## src/design/ltp_pkg.sv

```systemverilog
// constants and types shared by the led driver serial target port
package ltp_pkg;

	// ------------------------------------------------------------
	// address byte layout
	// ------------------------------------------------------------
	localparam logic [2:0] ADDR_FIXED    = 3'h4;
	localparam int         BYTE_BITS     = 8;
	localparam int         PTR_W         = 8;
	localparam logic [3:0] CNT_FULL      = 4'h8;
	localparam logic [3:0] CNT_LAST_TX   = 4'h7;
	localparam int         DIR_POS       = 0;

	// ------------------------------------------------------------
	// strap decode codes
	// ------------------------------------------------------------
	localparam logic [1:0] STRAP_GND     = 2'h0;
	localparam logic [1:0] STRAP_SCL     = 2'h1;
	localparam logic [1:0] STRAP_SDA     = 2'h2;
	localparam logic [1:0] STRAP_VCC     = 2'h3;

	// ------------------------------------------------------------
	// write buffer and reset values
	// ------------------------------------------------------------
	localparam int         FIFO_DEPTH    = 4;
	localparam int         WR_W          = PTR_W + BYTE_BITS;
	localparam logic [7:0] PTR_RESET     = 8'h00;
	localparam logic [7:0] PTR_STEP      = 8'h01;

	typedef enum logic [3:0] {
		ST_IDLE,
		ST_ADDR,
		ST_ADDR_ACK,
		ST_PTR,
		ST_PTR_ACK,
		ST_WDATA,
		ST_WPUSH,
		ST_WDATA_ACK,
		ST_RLOAD,
		ST_RDATA,
		ST_RDATA_ACK,
		ST_IGNORE
	} ltp_state_t;

endpackage : ltp_pkg

```

## src/design/ltp_stream_if.sv

```systemverilog
// valid/ready carrier between the port logic and its write buffer
`timescale 1ns/10ps
interface ltp_stream_if #(
	parameter int W = 16
);
	logic         in_valid;
	logic         in_ready;
	logic [W-1:0] in_data;
	logic         out_valid;
	logic         out_ready;
	logic [W-1:0] out_data;
	logic         empty;

	modport fifo (
		input  in_valid,
		input  in_data,
		input  out_ready,
		output in_ready,
		output out_valid,
		output out_data,
		output empty
	);

	modport user (
		output in_valid,
		output in_data,
		output out_ready,
		input  in_ready,
		input  out_valid,
		input  out_data,
		input  empty
	);
endinterface : ltp_stream_if

```

## src/design/ltp_target_port.sv

```systemverilog
// serial target port: address match, pointer, write buffer and reads
//
// How it works
// - answer address with top bits 100, low four bits from straps
// - last address bit: 0 means controller writes, 1 means it reads
// - strap tied to ground/scl/sda/supply gives 00/01/10/11; low strap bits 1:0
// - data sampled on scl high; we change sda only while scl is low
// - sda falling while scl high is a start; then compare address byte
// - on address match we pull sda low for the ninth clock
// - byte after a write address loads the register pointer, acknowledged
// - each following data byte is acknowledged and stored at the pointer
// - sda rising while scl high is a stop; transfer ends there
// - pointer advances by one during each data byte acknowledge
// - auto increment continues for any number of bytes
// - any register can be read back through the port
// - after read address acknowledge, selected register shifts out msb first
`timescale 1ns/10ps
module ltp_target_port
	import ltp_pkg::*;
#(
	parameter int FIFO_DEPTH_P = ltp_pkg::FIFO_DEPTH
) (
	input  wire logic                      clk,
	input  wire logic                      rst,
	input  wire logic                      scl_i,
	output      logic                      scl_o,
	output      logic                      scl_oe,
	input  wire logic                      sda_i,
	output      logic                      sda_o,
	output      logic                      sda_oe,
	input  wire logic                      addr_strap_low,
	input  wire logic                      addr_strap_high,
	output      logic [ltp_pkg::PTR_W-1:0] reg_addr,
	input  wire logic [ltp_pkg::BYTE_BITS-1:0] reg_rd_data,
	output      logic [ltp_pkg::PTR_W-1:0] reg_wr_addr,
	output      logic [ltp_pkg::BYTE_BITS-1:0] reg_wr_data,
	output      logic                      reg_wr_valid,
	input  wire logic                      reg_wr_ready
);
	import ltp_pkg::*;

	generate
		if (FIFO_DEPTH_P < 2) begin : g_bad_depth
			$error("ltp_target_port needs a write buffer of at least 2 words");
		end
	endgenerate

	ltp_state_t     state_r;
	logic [3:0]     cnt_r;
	logic [7:0]     shreg_r;
	logic           dir_r;
	logic           ack_r;
	logic [PTR_W-1:0] ptr_r;
	logic           scl_q_r;
	logic           sda_q_r;
	logic           sda_oe_r;
	logic           scl_oe_r;
	logic           pin_low_r;
	logic [1:0]     strap_q_r;
	logic [1:0]     strap_s_r;
	logic [1:0]     strap_i_r;
	logic           strap_wait_r;
	logic [1:0]     low_code_r;
	logic [1:0]     high_code_r;
	logic [6:0]     own_addr;
	logic           scl_rise;
	logic           scl_fall;
	logic           start;
	logic           stop;
	logic           rx_state;
	logic           byte_end;
	logic           addr_hit;
	logic           w_push;
	logic           r_load;

	ltp_stream_if #(.W(WR_W)) wr_s ();

	// ------------------------------------------------------------
	// bus conditions
	// ------------------------------------------------------------
	assign scl_rise = scl_i && !scl_q_r;
	assign scl_fall = !scl_i && scl_q_r;
	assign start    = scl_i && scl_q_r && sda_q_r && !sda_i;
	assign stop     = scl_i && scl_q_r && !sda_q_r && sda_i;
	assign rx_state = (state_r == ST_ADDR) || (state_r == ST_PTR)
		|| (state_r == ST_WDATA);
	assign byte_end = rx_state && scl_fall && (cnt_r == CNT_FULL);
	assign own_addr = {ADDR_FIXED, high_code_r, low_code_r};
	assign addr_hit = (shreg_r[7:1] == own_addr);
	assign w_push   = (state_r == ST_WPUSH) && wr_s.in_ready;
	assign r_load   = (state_r == ST_RLOAD) && wr_s.empty;

	always_ff @(posedge clk or posedge rst) begin
		if (rst) begin
			scl_q_r <= 1'b1;
			sda_q_r <= 1'b1;
		end else begin
			scl_q_r <= scl_i;
			sda_q_r <= sda_i;
		end
	end

	// ------------------------------------------------------------
	// strap decode
	// ------------------------------------------------------------
	function automatic logic [1:0] strap_decode(input logic at_start,
		input logic before_start, input logic at_fall);
		if (!at_start) begin
			strap_decode = before_start ? STRAP_SDA : STRAP_GND;
		end else begin
			strap_decode = at_fall ? STRAP_VCC : STRAP_SCL;
		end
	endfunction : strap_decode

	always_ff @(posedge clk or posedge rst) begin
		if (rst) begin
			strap_q_r    <= 2'h0;
			strap_s_r    <= 2'h0;
			strap_i_r    <= 2'h0;
			strap_wait_r <= 1'b0;
			low_code_r   <= STRAP_GND;
			high_code_r  <= STRAP_GND;
		end else begin
			strap_q_r <= {addr_strap_high, addr_strap_low};
			if (start) begin
				strap_s_r    <= {addr_strap_high, addr_strap_low};
				strap_i_r    <= strap_q_r;
				strap_wait_r <= 1'b1;
			end else if (scl_fall && strap_wait_r) begin
				strap_wait_r <= 1'b0;
				low_code_r   <= strap_decode(strap_s_r[0], strap_i_r[0],
					addr_strap_low);
				high_code_r  <= strap_decode(strap_s_r[1], strap_i_r[1],
					addr_strap_high);
			end
		end
	end

	// ------------------------------------------------------------
	// byte sequencer
	// ------------------------------------------------------------
	always_ff @(posedge clk or posedge rst) begin
		if (rst) begin
			state_r <= ST_IDLE;
			cnt_r   <= 4'h0;
			shreg_r <= 8'h00;
			dir_r   <= 1'b0;
			ack_r   <= 1'b0;
		end else if (start) begin
			state_r <= ST_ADDR;
			cnt_r   <= 4'h0;
		end else if (stop) begin
			state_r <= ST_IDLE;
		end else begin
			case (state_r)
				ST_ADDR, ST_PTR, ST_WDATA: begin
					if (scl_rise && cnt_r != CNT_FULL) begin
						shreg_r <= {shreg_r[6:0], sda_i};
						cnt_r   <= 4'(cnt_r + 4'h1);
					end
					if (byte_end) begin
						cnt_r <= 4'h0;
						case (state_r)
							ST_ADDR: begin
								state_r <= addr_hit ? ST_ADDR_ACK : ST_IGNORE;
								dir_r   <= shreg_r[DIR_POS];
							end
							ST_PTR:  state_r <= ST_PTR_ACK;
							default: state_r <= ST_WPUSH;
						endcase
					end
				end
				ST_WPUSH: begin
					if (w_push) begin
						state_r <= ST_WDATA_ACK;
					end
				end
				ST_ADDR_ACK: begin
					if (scl_fall) begin
						state_r <= dir_r ? ST_RLOAD : ST_PTR;
					end
				end
				ST_PTR_ACK, ST_WDATA_ACK: begin
					if (scl_fall) begin
						state_r <= ST_WDATA;
					end
				end
				ST_RLOAD: begin
					if (r_load) begin
						shreg_r <= reg_rd_data;
						cnt_r   <= 4'h0;
						state_r <= ST_RDATA;
					end
				end
				ST_RDATA: begin
					if (scl_fall) begin
						if (cnt_r == CNT_LAST_TX) begin
							cnt_r   <= 4'h0;
							state_r <= ST_RDATA_ACK;
						end else begin
							cnt_r   <= 4'(cnt_r + 4'h1);
							shreg_r <= {shreg_r[6:0], 1'b1};
						end
					end
				end
				ST_RDATA_ACK: begin
					if (scl_rise) begin
						ack_r <= !sda_i;
					end
					if (scl_fall) begin
						state_r <= ack_r ? ST_RLOAD : ST_IGNORE;
					end
				end
				ST_IDLE, ST_IGNORE: begin
					state_r <= state_r;
				end
				default: begin
					state_r <= ST_IDLE;
				end
			endcase
		end
	end

	// ------------------------------------------------------------
	// register pointer
	// ------------------------------------------------------------
	always_ff @(posedge clk or posedge rst) begin
		if (rst) begin
			ptr_r <= PTR_RESET;
		end else if ((state_r == ST_PTR) && byte_end && !start && !stop) begin
			ptr_r <= shreg_r;
		end else if (w_push || r_load) begin
			ptr_r <= PTR_W'(ptr_r + PTR_STEP);
		end
	end

	// ------------------------------------------------------------
	// pin drive
	// ------------------------------------------------------------
	always_ff @(posedge clk or posedge rst) begin
		if (rst) begin
			sda_oe_r <= 1'b0;
			scl_oe_r <= 1'b0;
		end else if (start || stop) begin
			sda_oe_r <= 1'b0;
			scl_oe_r <= 1'b0;
		end else begin
			case (state_r)
				ST_ADDR: begin
					if (byte_end && addr_hit) begin
						sda_oe_r <= 1'b1;
					end
				end
				ST_PTR: begin
					if (byte_end) begin
						sda_oe_r <= 1'b1;
					end
				end
				ST_WDATA: begin
					if (byte_end) begin
						scl_oe_r <= 1'b1;
					end
				end
				ST_WPUSH: begin
					if (w_push) begin
						sda_oe_r <= 1'b1;
					end
				end
				ST_ADDR_ACK, ST_PTR_ACK, ST_WDATA_ACK: begin
					if (scl_fall) begin
						sda_oe_r <= 1'b0;
						scl_oe_r <= (state_r == ST_ADDR_ACK) && dir_r;
					end else begin
						scl_oe_r <= 1'b0;
					end
				end
				ST_RLOAD: begin
					if (r_load) begin
						sda_oe_r <= !reg_rd_data[7];
					end
				end
				ST_RDATA: begin
					if (scl_fall) begin
						sda_oe_r <= (cnt_r == CNT_LAST_TX) ? 1'b0 : !shreg_r[6];
					end else begin
						scl_oe_r <= 1'b0;
					end
				end
				ST_RDATA_ACK: begin
					if (scl_fall) begin
						scl_oe_r <= ack_r;
					end
				end
				default: begin
					sda_oe_r <= 1'b0;
					scl_oe_r <= 1'b0;
				end
			endcase
		end
	end

	always_ff @(posedge clk or posedge rst) begin
		if (rst) begin
			pin_low_r <= 1'b0;
		end else begin
			pin_low_r <= 1'b0;
		end
	end

	// ------------------------------------------------------------
	// write buffer
	// ------------------------------------------------------------
	assign wr_s.in_valid  = (state_r == ST_WPUSH);
	assign wr_s.in_data   = {ptr_r, shreg_r};
	assign wr_s.out_ready = reg_wr_ready;

	ltp_fifo #(
		.W     (WR_W),
		.DEPTH (FIFO_DEPTH_P)
	) u_fifo (
		.clk (clk),
		.rst (rst),
		.s   (wr_s.fifo)
	);

	assign scl_o        = pin_low_r;
	assign sda_o        = pin_low_r;
	assign scl_oe       = scl_oe_r;
	assign sda_oe       = sda_oe_r;
	assign reg_addr     = ptr_r;
	assign reg_wr_valid = wr_s.out_valid;
	assign reg_wr_addr  = wr_s.out_data[WR_W-1:BYTE_BITS];
	assign reg_wr_data  = wr_s.out_data[BYTE_BITS-1:0];
endmodule : ltp_target_port

```

## src/design/ltp_fifo.sv

```systemverilog
// small write buffer with a registered head word
`timescale 1ns/10ps
module ltp_fifo #(
	parameter int W     = 16,
	parameter int DEPTH = 4
) (
	input wire logic clk,
	input wire logic rst,
	ltp_stream_if.fifo s
);
	import ltp_pkg::*;

	localparam int AW = (DEPTH > 1) ? $clog2(DEPTH) : 1;
	localparam int CW = $clog2(DEPTH + 1);

	generate
		if (DEPTH < 2 || (DEPTH & (DEPTH - 1)) != 0) begin : g_bad_depth
			$error("ltp_fifo depth must be a power of two, at least 2");
		end
	endgenerate

	logic [W-1:0]  mem [DEPTH];
	logic [AW-1:0] wr_ptr_r;
	logic [AW-1:0] rd_ptr_r;
	logic [CW-1:0] count_r;
	logic          out_valid_r;
	logic [W-1:0]  out_data_r;
	logic          push;
	logic          pop;

	// ------------------------------------------------------------
	// handshakes
	// ------------------------------------------------------------
	assign s.in_ready  = (count_r != CW'(DEPTH));
	assign push        = s.in_valid && s.in_ready;
	assign pop         = (count_r != '0) && (!out_valid_r || s.out_ready);
	assign s.out_valid = out_valid_r;
	assign s.out_data  = out_data_r;
	assign s.empty     = (count_r == '0) && !out_valid_r;

	// ------------------------------------------------------------
	// storage and pointers
	// ------------------------------------------------------------
	always_ff @(posedge clk) begin
		if (push) begin
			mem[wr_ptr_r] <= s.in_data;
		end
	end

	always_ff @(posedge clk or posedge rst) begin
		if (rst) begin
			wr_ptr_r <= '0;
			rd_ptr_r <= '0;
			count_r  <= '0;
		end else begin
			if (push) begin
				wr_ptr_r <= AW'(wr_ptr_r + 1'b1);
			end
			if (pop) begin
				rd_ptr_r <= AW'(rd_ptr_r + 1'b1);
			end
			if (push && !pop) begin
				count_r <= CW'(count_r + 1'b1);
			end else if (pop && !push) begin
				count_r <= CW'(count_r - 1'b1);
			end
		end
	end

	// ------------------------------------------------------------
	// head register
	// ------------------------------------------------------------
	always_ff @(posedge clk or posedge rst) begin
		if (rst) begin
			out_valid_r <= 1'b0;
			out_data_r  <= '0;
		end else if (pop) begin
			out_valid_r <= 1'b1;
			out_data_r  <= mem[rd_ptr_r];
		end else if (s.out_ready) begin
			out_valid_r <= 1'b0;
		end
	end

endmodule : ltp_fifo

```

## config.mk

```make
export PLATFORM = sky130hd
export DESIGN_NAME = ltp_target_port
export DESIGN_NICKNAME = d
export VERILOG_FILES = /design/src/design/ltp_pkg.sv /design/src/design/ltp_stream_if.sv /design/src/design/ltp_target_port.sv /design/src/design/ltp_fifo.sv
export SDC_FILE = /design/constraint.sdc
export NUM_CORES = 1
export LEC_CHECK = 0
export BUFFER_PORTS_ARGS = -buffer_cell sky130_fd_sc_hd__buf_4
export CORE_ASPECT_RATIO = 1.5
export CORE_MARGIN = 2
export CORE_UTILIZATION = 35
export CTS_CLUSTER_DIAMETER = 50
export DETAILED_ROUTE_END_ITERATION = 12
export HOLD_SLACK_MARGIN = 0.08
export MAX_ROUTING_LAYER = met4
export PLACE_DENSITY = 0.62
export SYNTH_ARGS = -nofsm -noshare
export SYNTH_HDL_FRONTEND = slang
export SYNTH_SLANG_ARGS = --single-unit
```

## constraint.sdc

```tcl
create_clock -name clk -period 6.6 [get_ports clk]
set_input_delay 0.33 -clock clk [delete_from_list [all_inputs] [get_ports clk]]
set_output_delay 0.33 -clock clk [all_outputs]
set_load 0.02 [all_outputs]
```

Yosys cells after proc, flatten, opt, wreduce, memory -nomap -nowiden --
Memories as Yosys holds them, arrays and structs flattened. A register that Yosys moved wholly into a read port is not among the register bits. Cells that the tools add are included.
Word-level totals: register bits after elaboration 49, latch bits 0, bits in writable memories 64, bits in read-only memories 0, bits of input ports 15, output and inout port bits 29, word-level logic and storage cells 192, memories kept 1
Operators by class: add/sub/neg operators 6, multiply operators 0, divide/modulo/power cells 0, order comparisons 0, equality and inequality tests 44, shift operators 0, multiplexer cells 58, bitwise operators 2, reductions and logical operators 61
Memories:
- u_fifo.mem | words 4, width 16, rd ports 1, clocked after memory_dff 1, write ports 1, line ltp_fifo.sv:22 | logic [W-1:0] mem [DEPTH];
Operators with widths (count):
- two-way mux 4 bit | 19
- two-way mux 8 bit | 6
- != test 4 bit (second input constant) | 10
- case mux 4 bit (8 select lines) | 1
- != test 3 bit (second input constant) | 9
- case mux 8 bit (3 select lines) | 1
- logical AND 1 bit | 22
- equality test 4 x 3 -> 1 bit (second input constant) | 5
- equality test 4 bit (second input constant) | 5
- two-way mux 1 bit | 18
- two-way mux 2 bit | 7
- AND reduction 7 bit | 2
- case mux 4 bit (3 select lines) | 1
- logical NOT 1 bit | 11
- != test 2 bit (second input constant) | 5
- AND reduction 5 bit | 2
- != test 3 x 2 -> 1 bit (second input constant) | 3
- AND reduction 9 bit | 1
- adder 8 x 1 -> 8 bit (second input constant) | 1
- equality test 4 x 2 -> 1 bit (second input constant) | 2
- case mux 4 bit (2 select lines) | 1
- AND reduction 4 bit | 2
- nonzero test 2 bit | 4
- equality test 7 bit | 1
- other kinds (20) | 32

Longest topological paths before layout --
depth in word-level cells 9, gate-level depth with buffers 10

Modules after synthesis --
From an unflattened synthesis, not the netlist that was laid out.
Unflattened totals: cell total of the unflattened synthesis 447, area total of the unflattened synthesis 6023.3 um2
By module, submodules not included:
- ltp_fifo | times used 1, cells each 159, area an instance 3410.8 um2, sequential area each 2522.4 um2
- ltp_target_port | times used 1, cells each 288, area an instance 2612.5 um2, sequential area each 1028.5 um2

Worst setup path after synthesis --
OpenSTA, ideal clock, no wires.
path type register to register, start point register u_fifo.count_r[0], end point register u_fifo.count_r[1], setup time 0.125 ns, arrival 2.415 ns, required time 6.475 ns, setup slack 4.060 ns, stages on the path, launching flop included 9, path buffers 1, cell sequence dfrtp_1 -> nor3_1 -> a21oi_1 -> clkbuf_1 -> inv_1 -> ha_1 -> inv_1 -> fa_1 -> mux2_2
On the way: cells in the longest elaborated chain, start to end 5, elaborated cells between the ends (all ways) 13
Ends and longest elaborated chain:
- from (decl) | line ltp_fifo.sv:25 | logic [CW-1:0] count_r;
- from (signal assigned) | line ltp_fifo.sv:63 | count_r <= CW'(count_r + 1'b1);
- from (signal assigned) | line ltp_fifo.sv:65 | count_r <= CW'(count_r - 1'b1);
- branches (longest 5 deep; another with subtractor 3 x 1 -> 3 bit)
Several ways; the timed one is not identified. The select of a mux whose other input is x is not followed. A chain may end at the register's enable or synchronous reset.

Final worst setup path --
start point register state_r[2], end point register u_fifo.count_r[2]
On the way: cells in the longest elaborated chain, start to end 5, elaborated cells between the ends (all ways) 7
Ends and longest elaborated chain:
- from (decl) | line ltp_target_port.sv:48 | ltp_state_t state_r;
- from (signal assigned) | line ltp_target_port.sv:165 | state_r <= addr_hit ? ST_ADDR_ACK : ST_IGNORE;
- from (signal assigned) | line ltp_target_port.sv:180 | state_r <= dir_r ? ST_RLOAD : ST_PTR;
- from (signal assigned) | line ltp_target_port.sv:211 | state_r <= ack_r ? ST_RLOAD : ST_IGNORE;
- equality test 4 x 3 -> 1 bit * | line ltp_target_port.sv:313 | assign wr_s.in_valid = (state_r == ST_WPUSH);
- logical AND 1 bit * | line ltp_fifo.sv:35 | assign push = s.in_valid && s.in_ready;
- net u_fifo.push | line ltp_fifo.sv:28 | logic push;
- logical NOT 1 bit | line ltp_fifo.sv:64 | end else if (pop && !push) begin
- logical AND 1 bit | line ltp_fifo.sv:64
- nonzero test 2 bit (no line)
Mark *: on every way through the listed nets, which the timed path passes. The rest lies on a longest branch.

==> flow_summary.ini <==
[run_status]
status = finished, final reports clean

[timing]
slew_headroom_pct = 26.8
finClkSkew_ps = 9.24
fin_crit_ps = 3220
drv_slew = 0
final_hold_viol_count = 0
fmax_ghz = 0.311
finalSetupViolCount = 0
post-route-period-util_pct = 48.7
rsz0062_at_grt = no
worstMarginPinSlew_ps = 1100
tns_ps = 0

[yosys]
synth_top_family_by_area = simple AND/OR/NAND/NOR gates
ys_types = 67
syn_inst = 441
synth_xor_area_share_pct = 2.67
synth_mux_area_share_pct = 11.9
ys_ff_latch = 129
synth-edff-count = 64
yosys.area_share.adder_pct = 2.04
synth_ff_type = edfxtp_1
synth-simple-area-share_pct = 12.0
async_flop_share_pct = 50.4
ys_warn_count = 0
yosysSeqAreaShare_pct = 60.2
netlist_area_sq_um = 5900
synth-compound-area-share_pct = 8.61
avgSynthCellArea_sq_um = 13.4

[pwr]
combPwrFrac_pct = 21.3
total_power_mw = 2.58
power_switching_mw = 0.768
ir_drop_uv = 152
power_frac_clock_pct = 34.1
swShare_pct = 29.7
seq_power_share_pct = 44.6
powerDensity_nw_per_um2 = 369
intPower_mw = 1.82
p_leak_nw = 2.75

[grt]
grt_use_total_pct = 15.2
overflow = 0
antenna_found_initial = 0
grt_pass1_wl_um = 19700
grt_max_degree = 66
grt_pass1_vias = 3751

[die]
io_pins = 44
design.die.area_sq_um = 17900
fp-row-count = 58
placeableCoreArea_sq_um = 16600
chipWidth_um = 110
fp.dieH_um = 163
start_util_pct = 35.5

[routing]
drc_errors = 0
firstDrtPassIters = 5
ant_nets = 0
dr_total_vias = 3662
avgViaCountPerCell = 5.14
drtIter0Drc = 185
wl_um = 12200
wl_per_cell_um = 17.1

[setup_path]
crit_path_top_delay_cell = dfrtp_1
cp_max_fo = 31
crit_chain = or4bb_1, nor2_1, ha_1, inv_1, fa_1, xor2_1, nor2_1, xor2_1
worstPathArrival_ps = 3550
cpPeakStageDelay_ps = 910
cp-start-kind = flop
crit_required_ps = 6930
worstSetupEndpointType = flop
crit_type = flop to flop

[clocking]
cts_tree = done
cts_root_buffer = clkbuf_16
clk_pin_slew_ps = 60
cts.sinks = 129
clock_latency_ps = 410
htreeDepth = 4
cts_buffers = 17
clock_path_buffers = 2

[layout]
drive_gt1_share_pct = 25.5
nets = 513
syn_to_final_growth_pct = 18.8
diodes = 0
design_area_sq_um = 7010

[min_path]
hp-class = input pin to flop

[placed_design]
numPortBuffers = 41
placed_area_sq_um = 6410
dp_hpwl_um = 8530
gp_congestion = 0.857

[run]
cap_violations = 0
[worst paths after layout]
path	startpoint	endpoint	slack (ps)	cells after the start
min in group asynchronous	rst	state_r[1]$_DFFE_PP0P_	140	3
max	state_r[2]$_DFFE_PP0P_	u_fifo.count_r[2]$_DFFE_PP0P_	3380	8
min	reg_wr_ready	u_fifo.s.out_valid$_DFFE_PP0P_	110	2
max reg2reg	state_r[2]$_DFFE_PP0P_	u_fifo.count_r[2]$_DFFE_PP0P_	3380	8
min reg2reg	strap_wait_r$_DFFE_PP0P_	strap_wait_r$_DFFE_PP0P_	470	1
max in group asynchronous	rst	u_fifo.s.out_data[2]$_DFFE_PP0P_	5850	3
[placed cells by master (no fill, tap or decap), drive strengths merged, types with 9 or more instances in the layout]
| cell | instances |
|---|---|
| edfxtp | 64 |
| xor2 | 9 |
| nor2 | 22 |
| dfrtp | 63 |
| mux4 | 16 |
| xnor2 | 9 |
| a21oi | 10 |
| o21ai | 18 |
| buf | 45 |
| inv | 14 |
| clkbuf | 23 |
| nand2 | 43 |
| mux2 | 27 |
[kinds of logic (layout without fill, tap and decap cells)]
family | count (synthesis) | in the layout
AND/OR/NAND/NOR | 131 | 131
flip-flops | 129 | 129
AO/OA/AOI/OAI | 73 | 73
multiplexers | 47 | 47
buffers and inverters | 33 | 93
XOR/XNOR | 18 | 18
adder cells (fa/ha/maj) | 9 | 9
other | 1 | 2
[cell usage after synthesis (all sizes together), types with 9 or more instances]
cell type  instances  area share (%)
inv               12            0.76
nor2              22             1.4
dfrtp             63              27
mux2              27             5.2
xnor2              9             1.3
mux4              16             6.1
o21ai             18             1.5
nand2             43             2.7
xor2               9             1.3
edfxtp            64              33
a21oi             10            0.85
buf               14             1.3
[critical path, delay by kind of cell, from the launching register on]
| kind | cells | cell delay [ps] |
|---|---|---|
| DFF | 1 | 910 |
| adders and majority gates | 2 | 690 |
| buffers and inverters | 1 | 70 |
| xor gates and xnor gates | 2 | 330 |
| and+or+nand+nor | 3 | 1120 |
[repair_timing]
item                       4_1_cts  5_1_grt
hold endpoints to repair         4        0
buffers inserted                 0        0
setup endpoints to repair        0        0
hold buffers                     4        0
resized for setup                0        0
[area by class of cell]
cell class / instances / area [sq um]
inverter: 12 / 45.0
sequential: 129 / 3550
timing repair buffer: 49 / 378
clock inverter: 9 / 81.3
clock buffer: 23 / 479
multi-input combinational: 280 / 2210
fill: 1532 / 9610
tap: 210 / 263
[power groups by stage]
stage | logic [mW] | registers, mW | clock network [mW]
after floorplan | 0.427 | 1.11 | 0
after global placement | 0.545 | 1.17 | 0
after detailed placement | 0.555 | 1.17 | 0
after CTS | 0.559 | 1.16 | 0.903
after global routing | 0.602 | 1.18 | 0.940
final | 0.550 | 1.15 | 0.882
[through the flow]
stage,std cells,util [%],hold WS [ps],worst slack [ps]
after floorplan,442,-,334,4060
after global placement,676,38.6,459,3460
after detailed placement,676,38.6,463,3370
after CTS,712,42.2,92.5,3350
after global routing,712,42.2,97.8,3110
final,712,42.2,106,3380
[per-layer routing]
| metal | vias to the layer above | track usage [%] | wire, um |
|---|---|---|---|
| met5 | - | - | 0 |
| met4 | 0 | 5.47 | 247 |
| met3 | 25 | 4.04 | 383 |
| met2 | 74 | 25.9 | 6750 |
| met1 | 1813 | 16.9 | 4820 |
| li1 | 1750 | - | - |
[flip-flops by register name, summed over array words and instances (netlist names), 3 cells and up]
signal / flops
reg_addr: 8
cnt_r: 4
state_r: 4
u_fifo.mem: 64
shreg_r: 8
u_fifo.s.out_data: 16
u_fifo.count_r: 3
No activity file was read; power rests on OpenSTA's default activity.
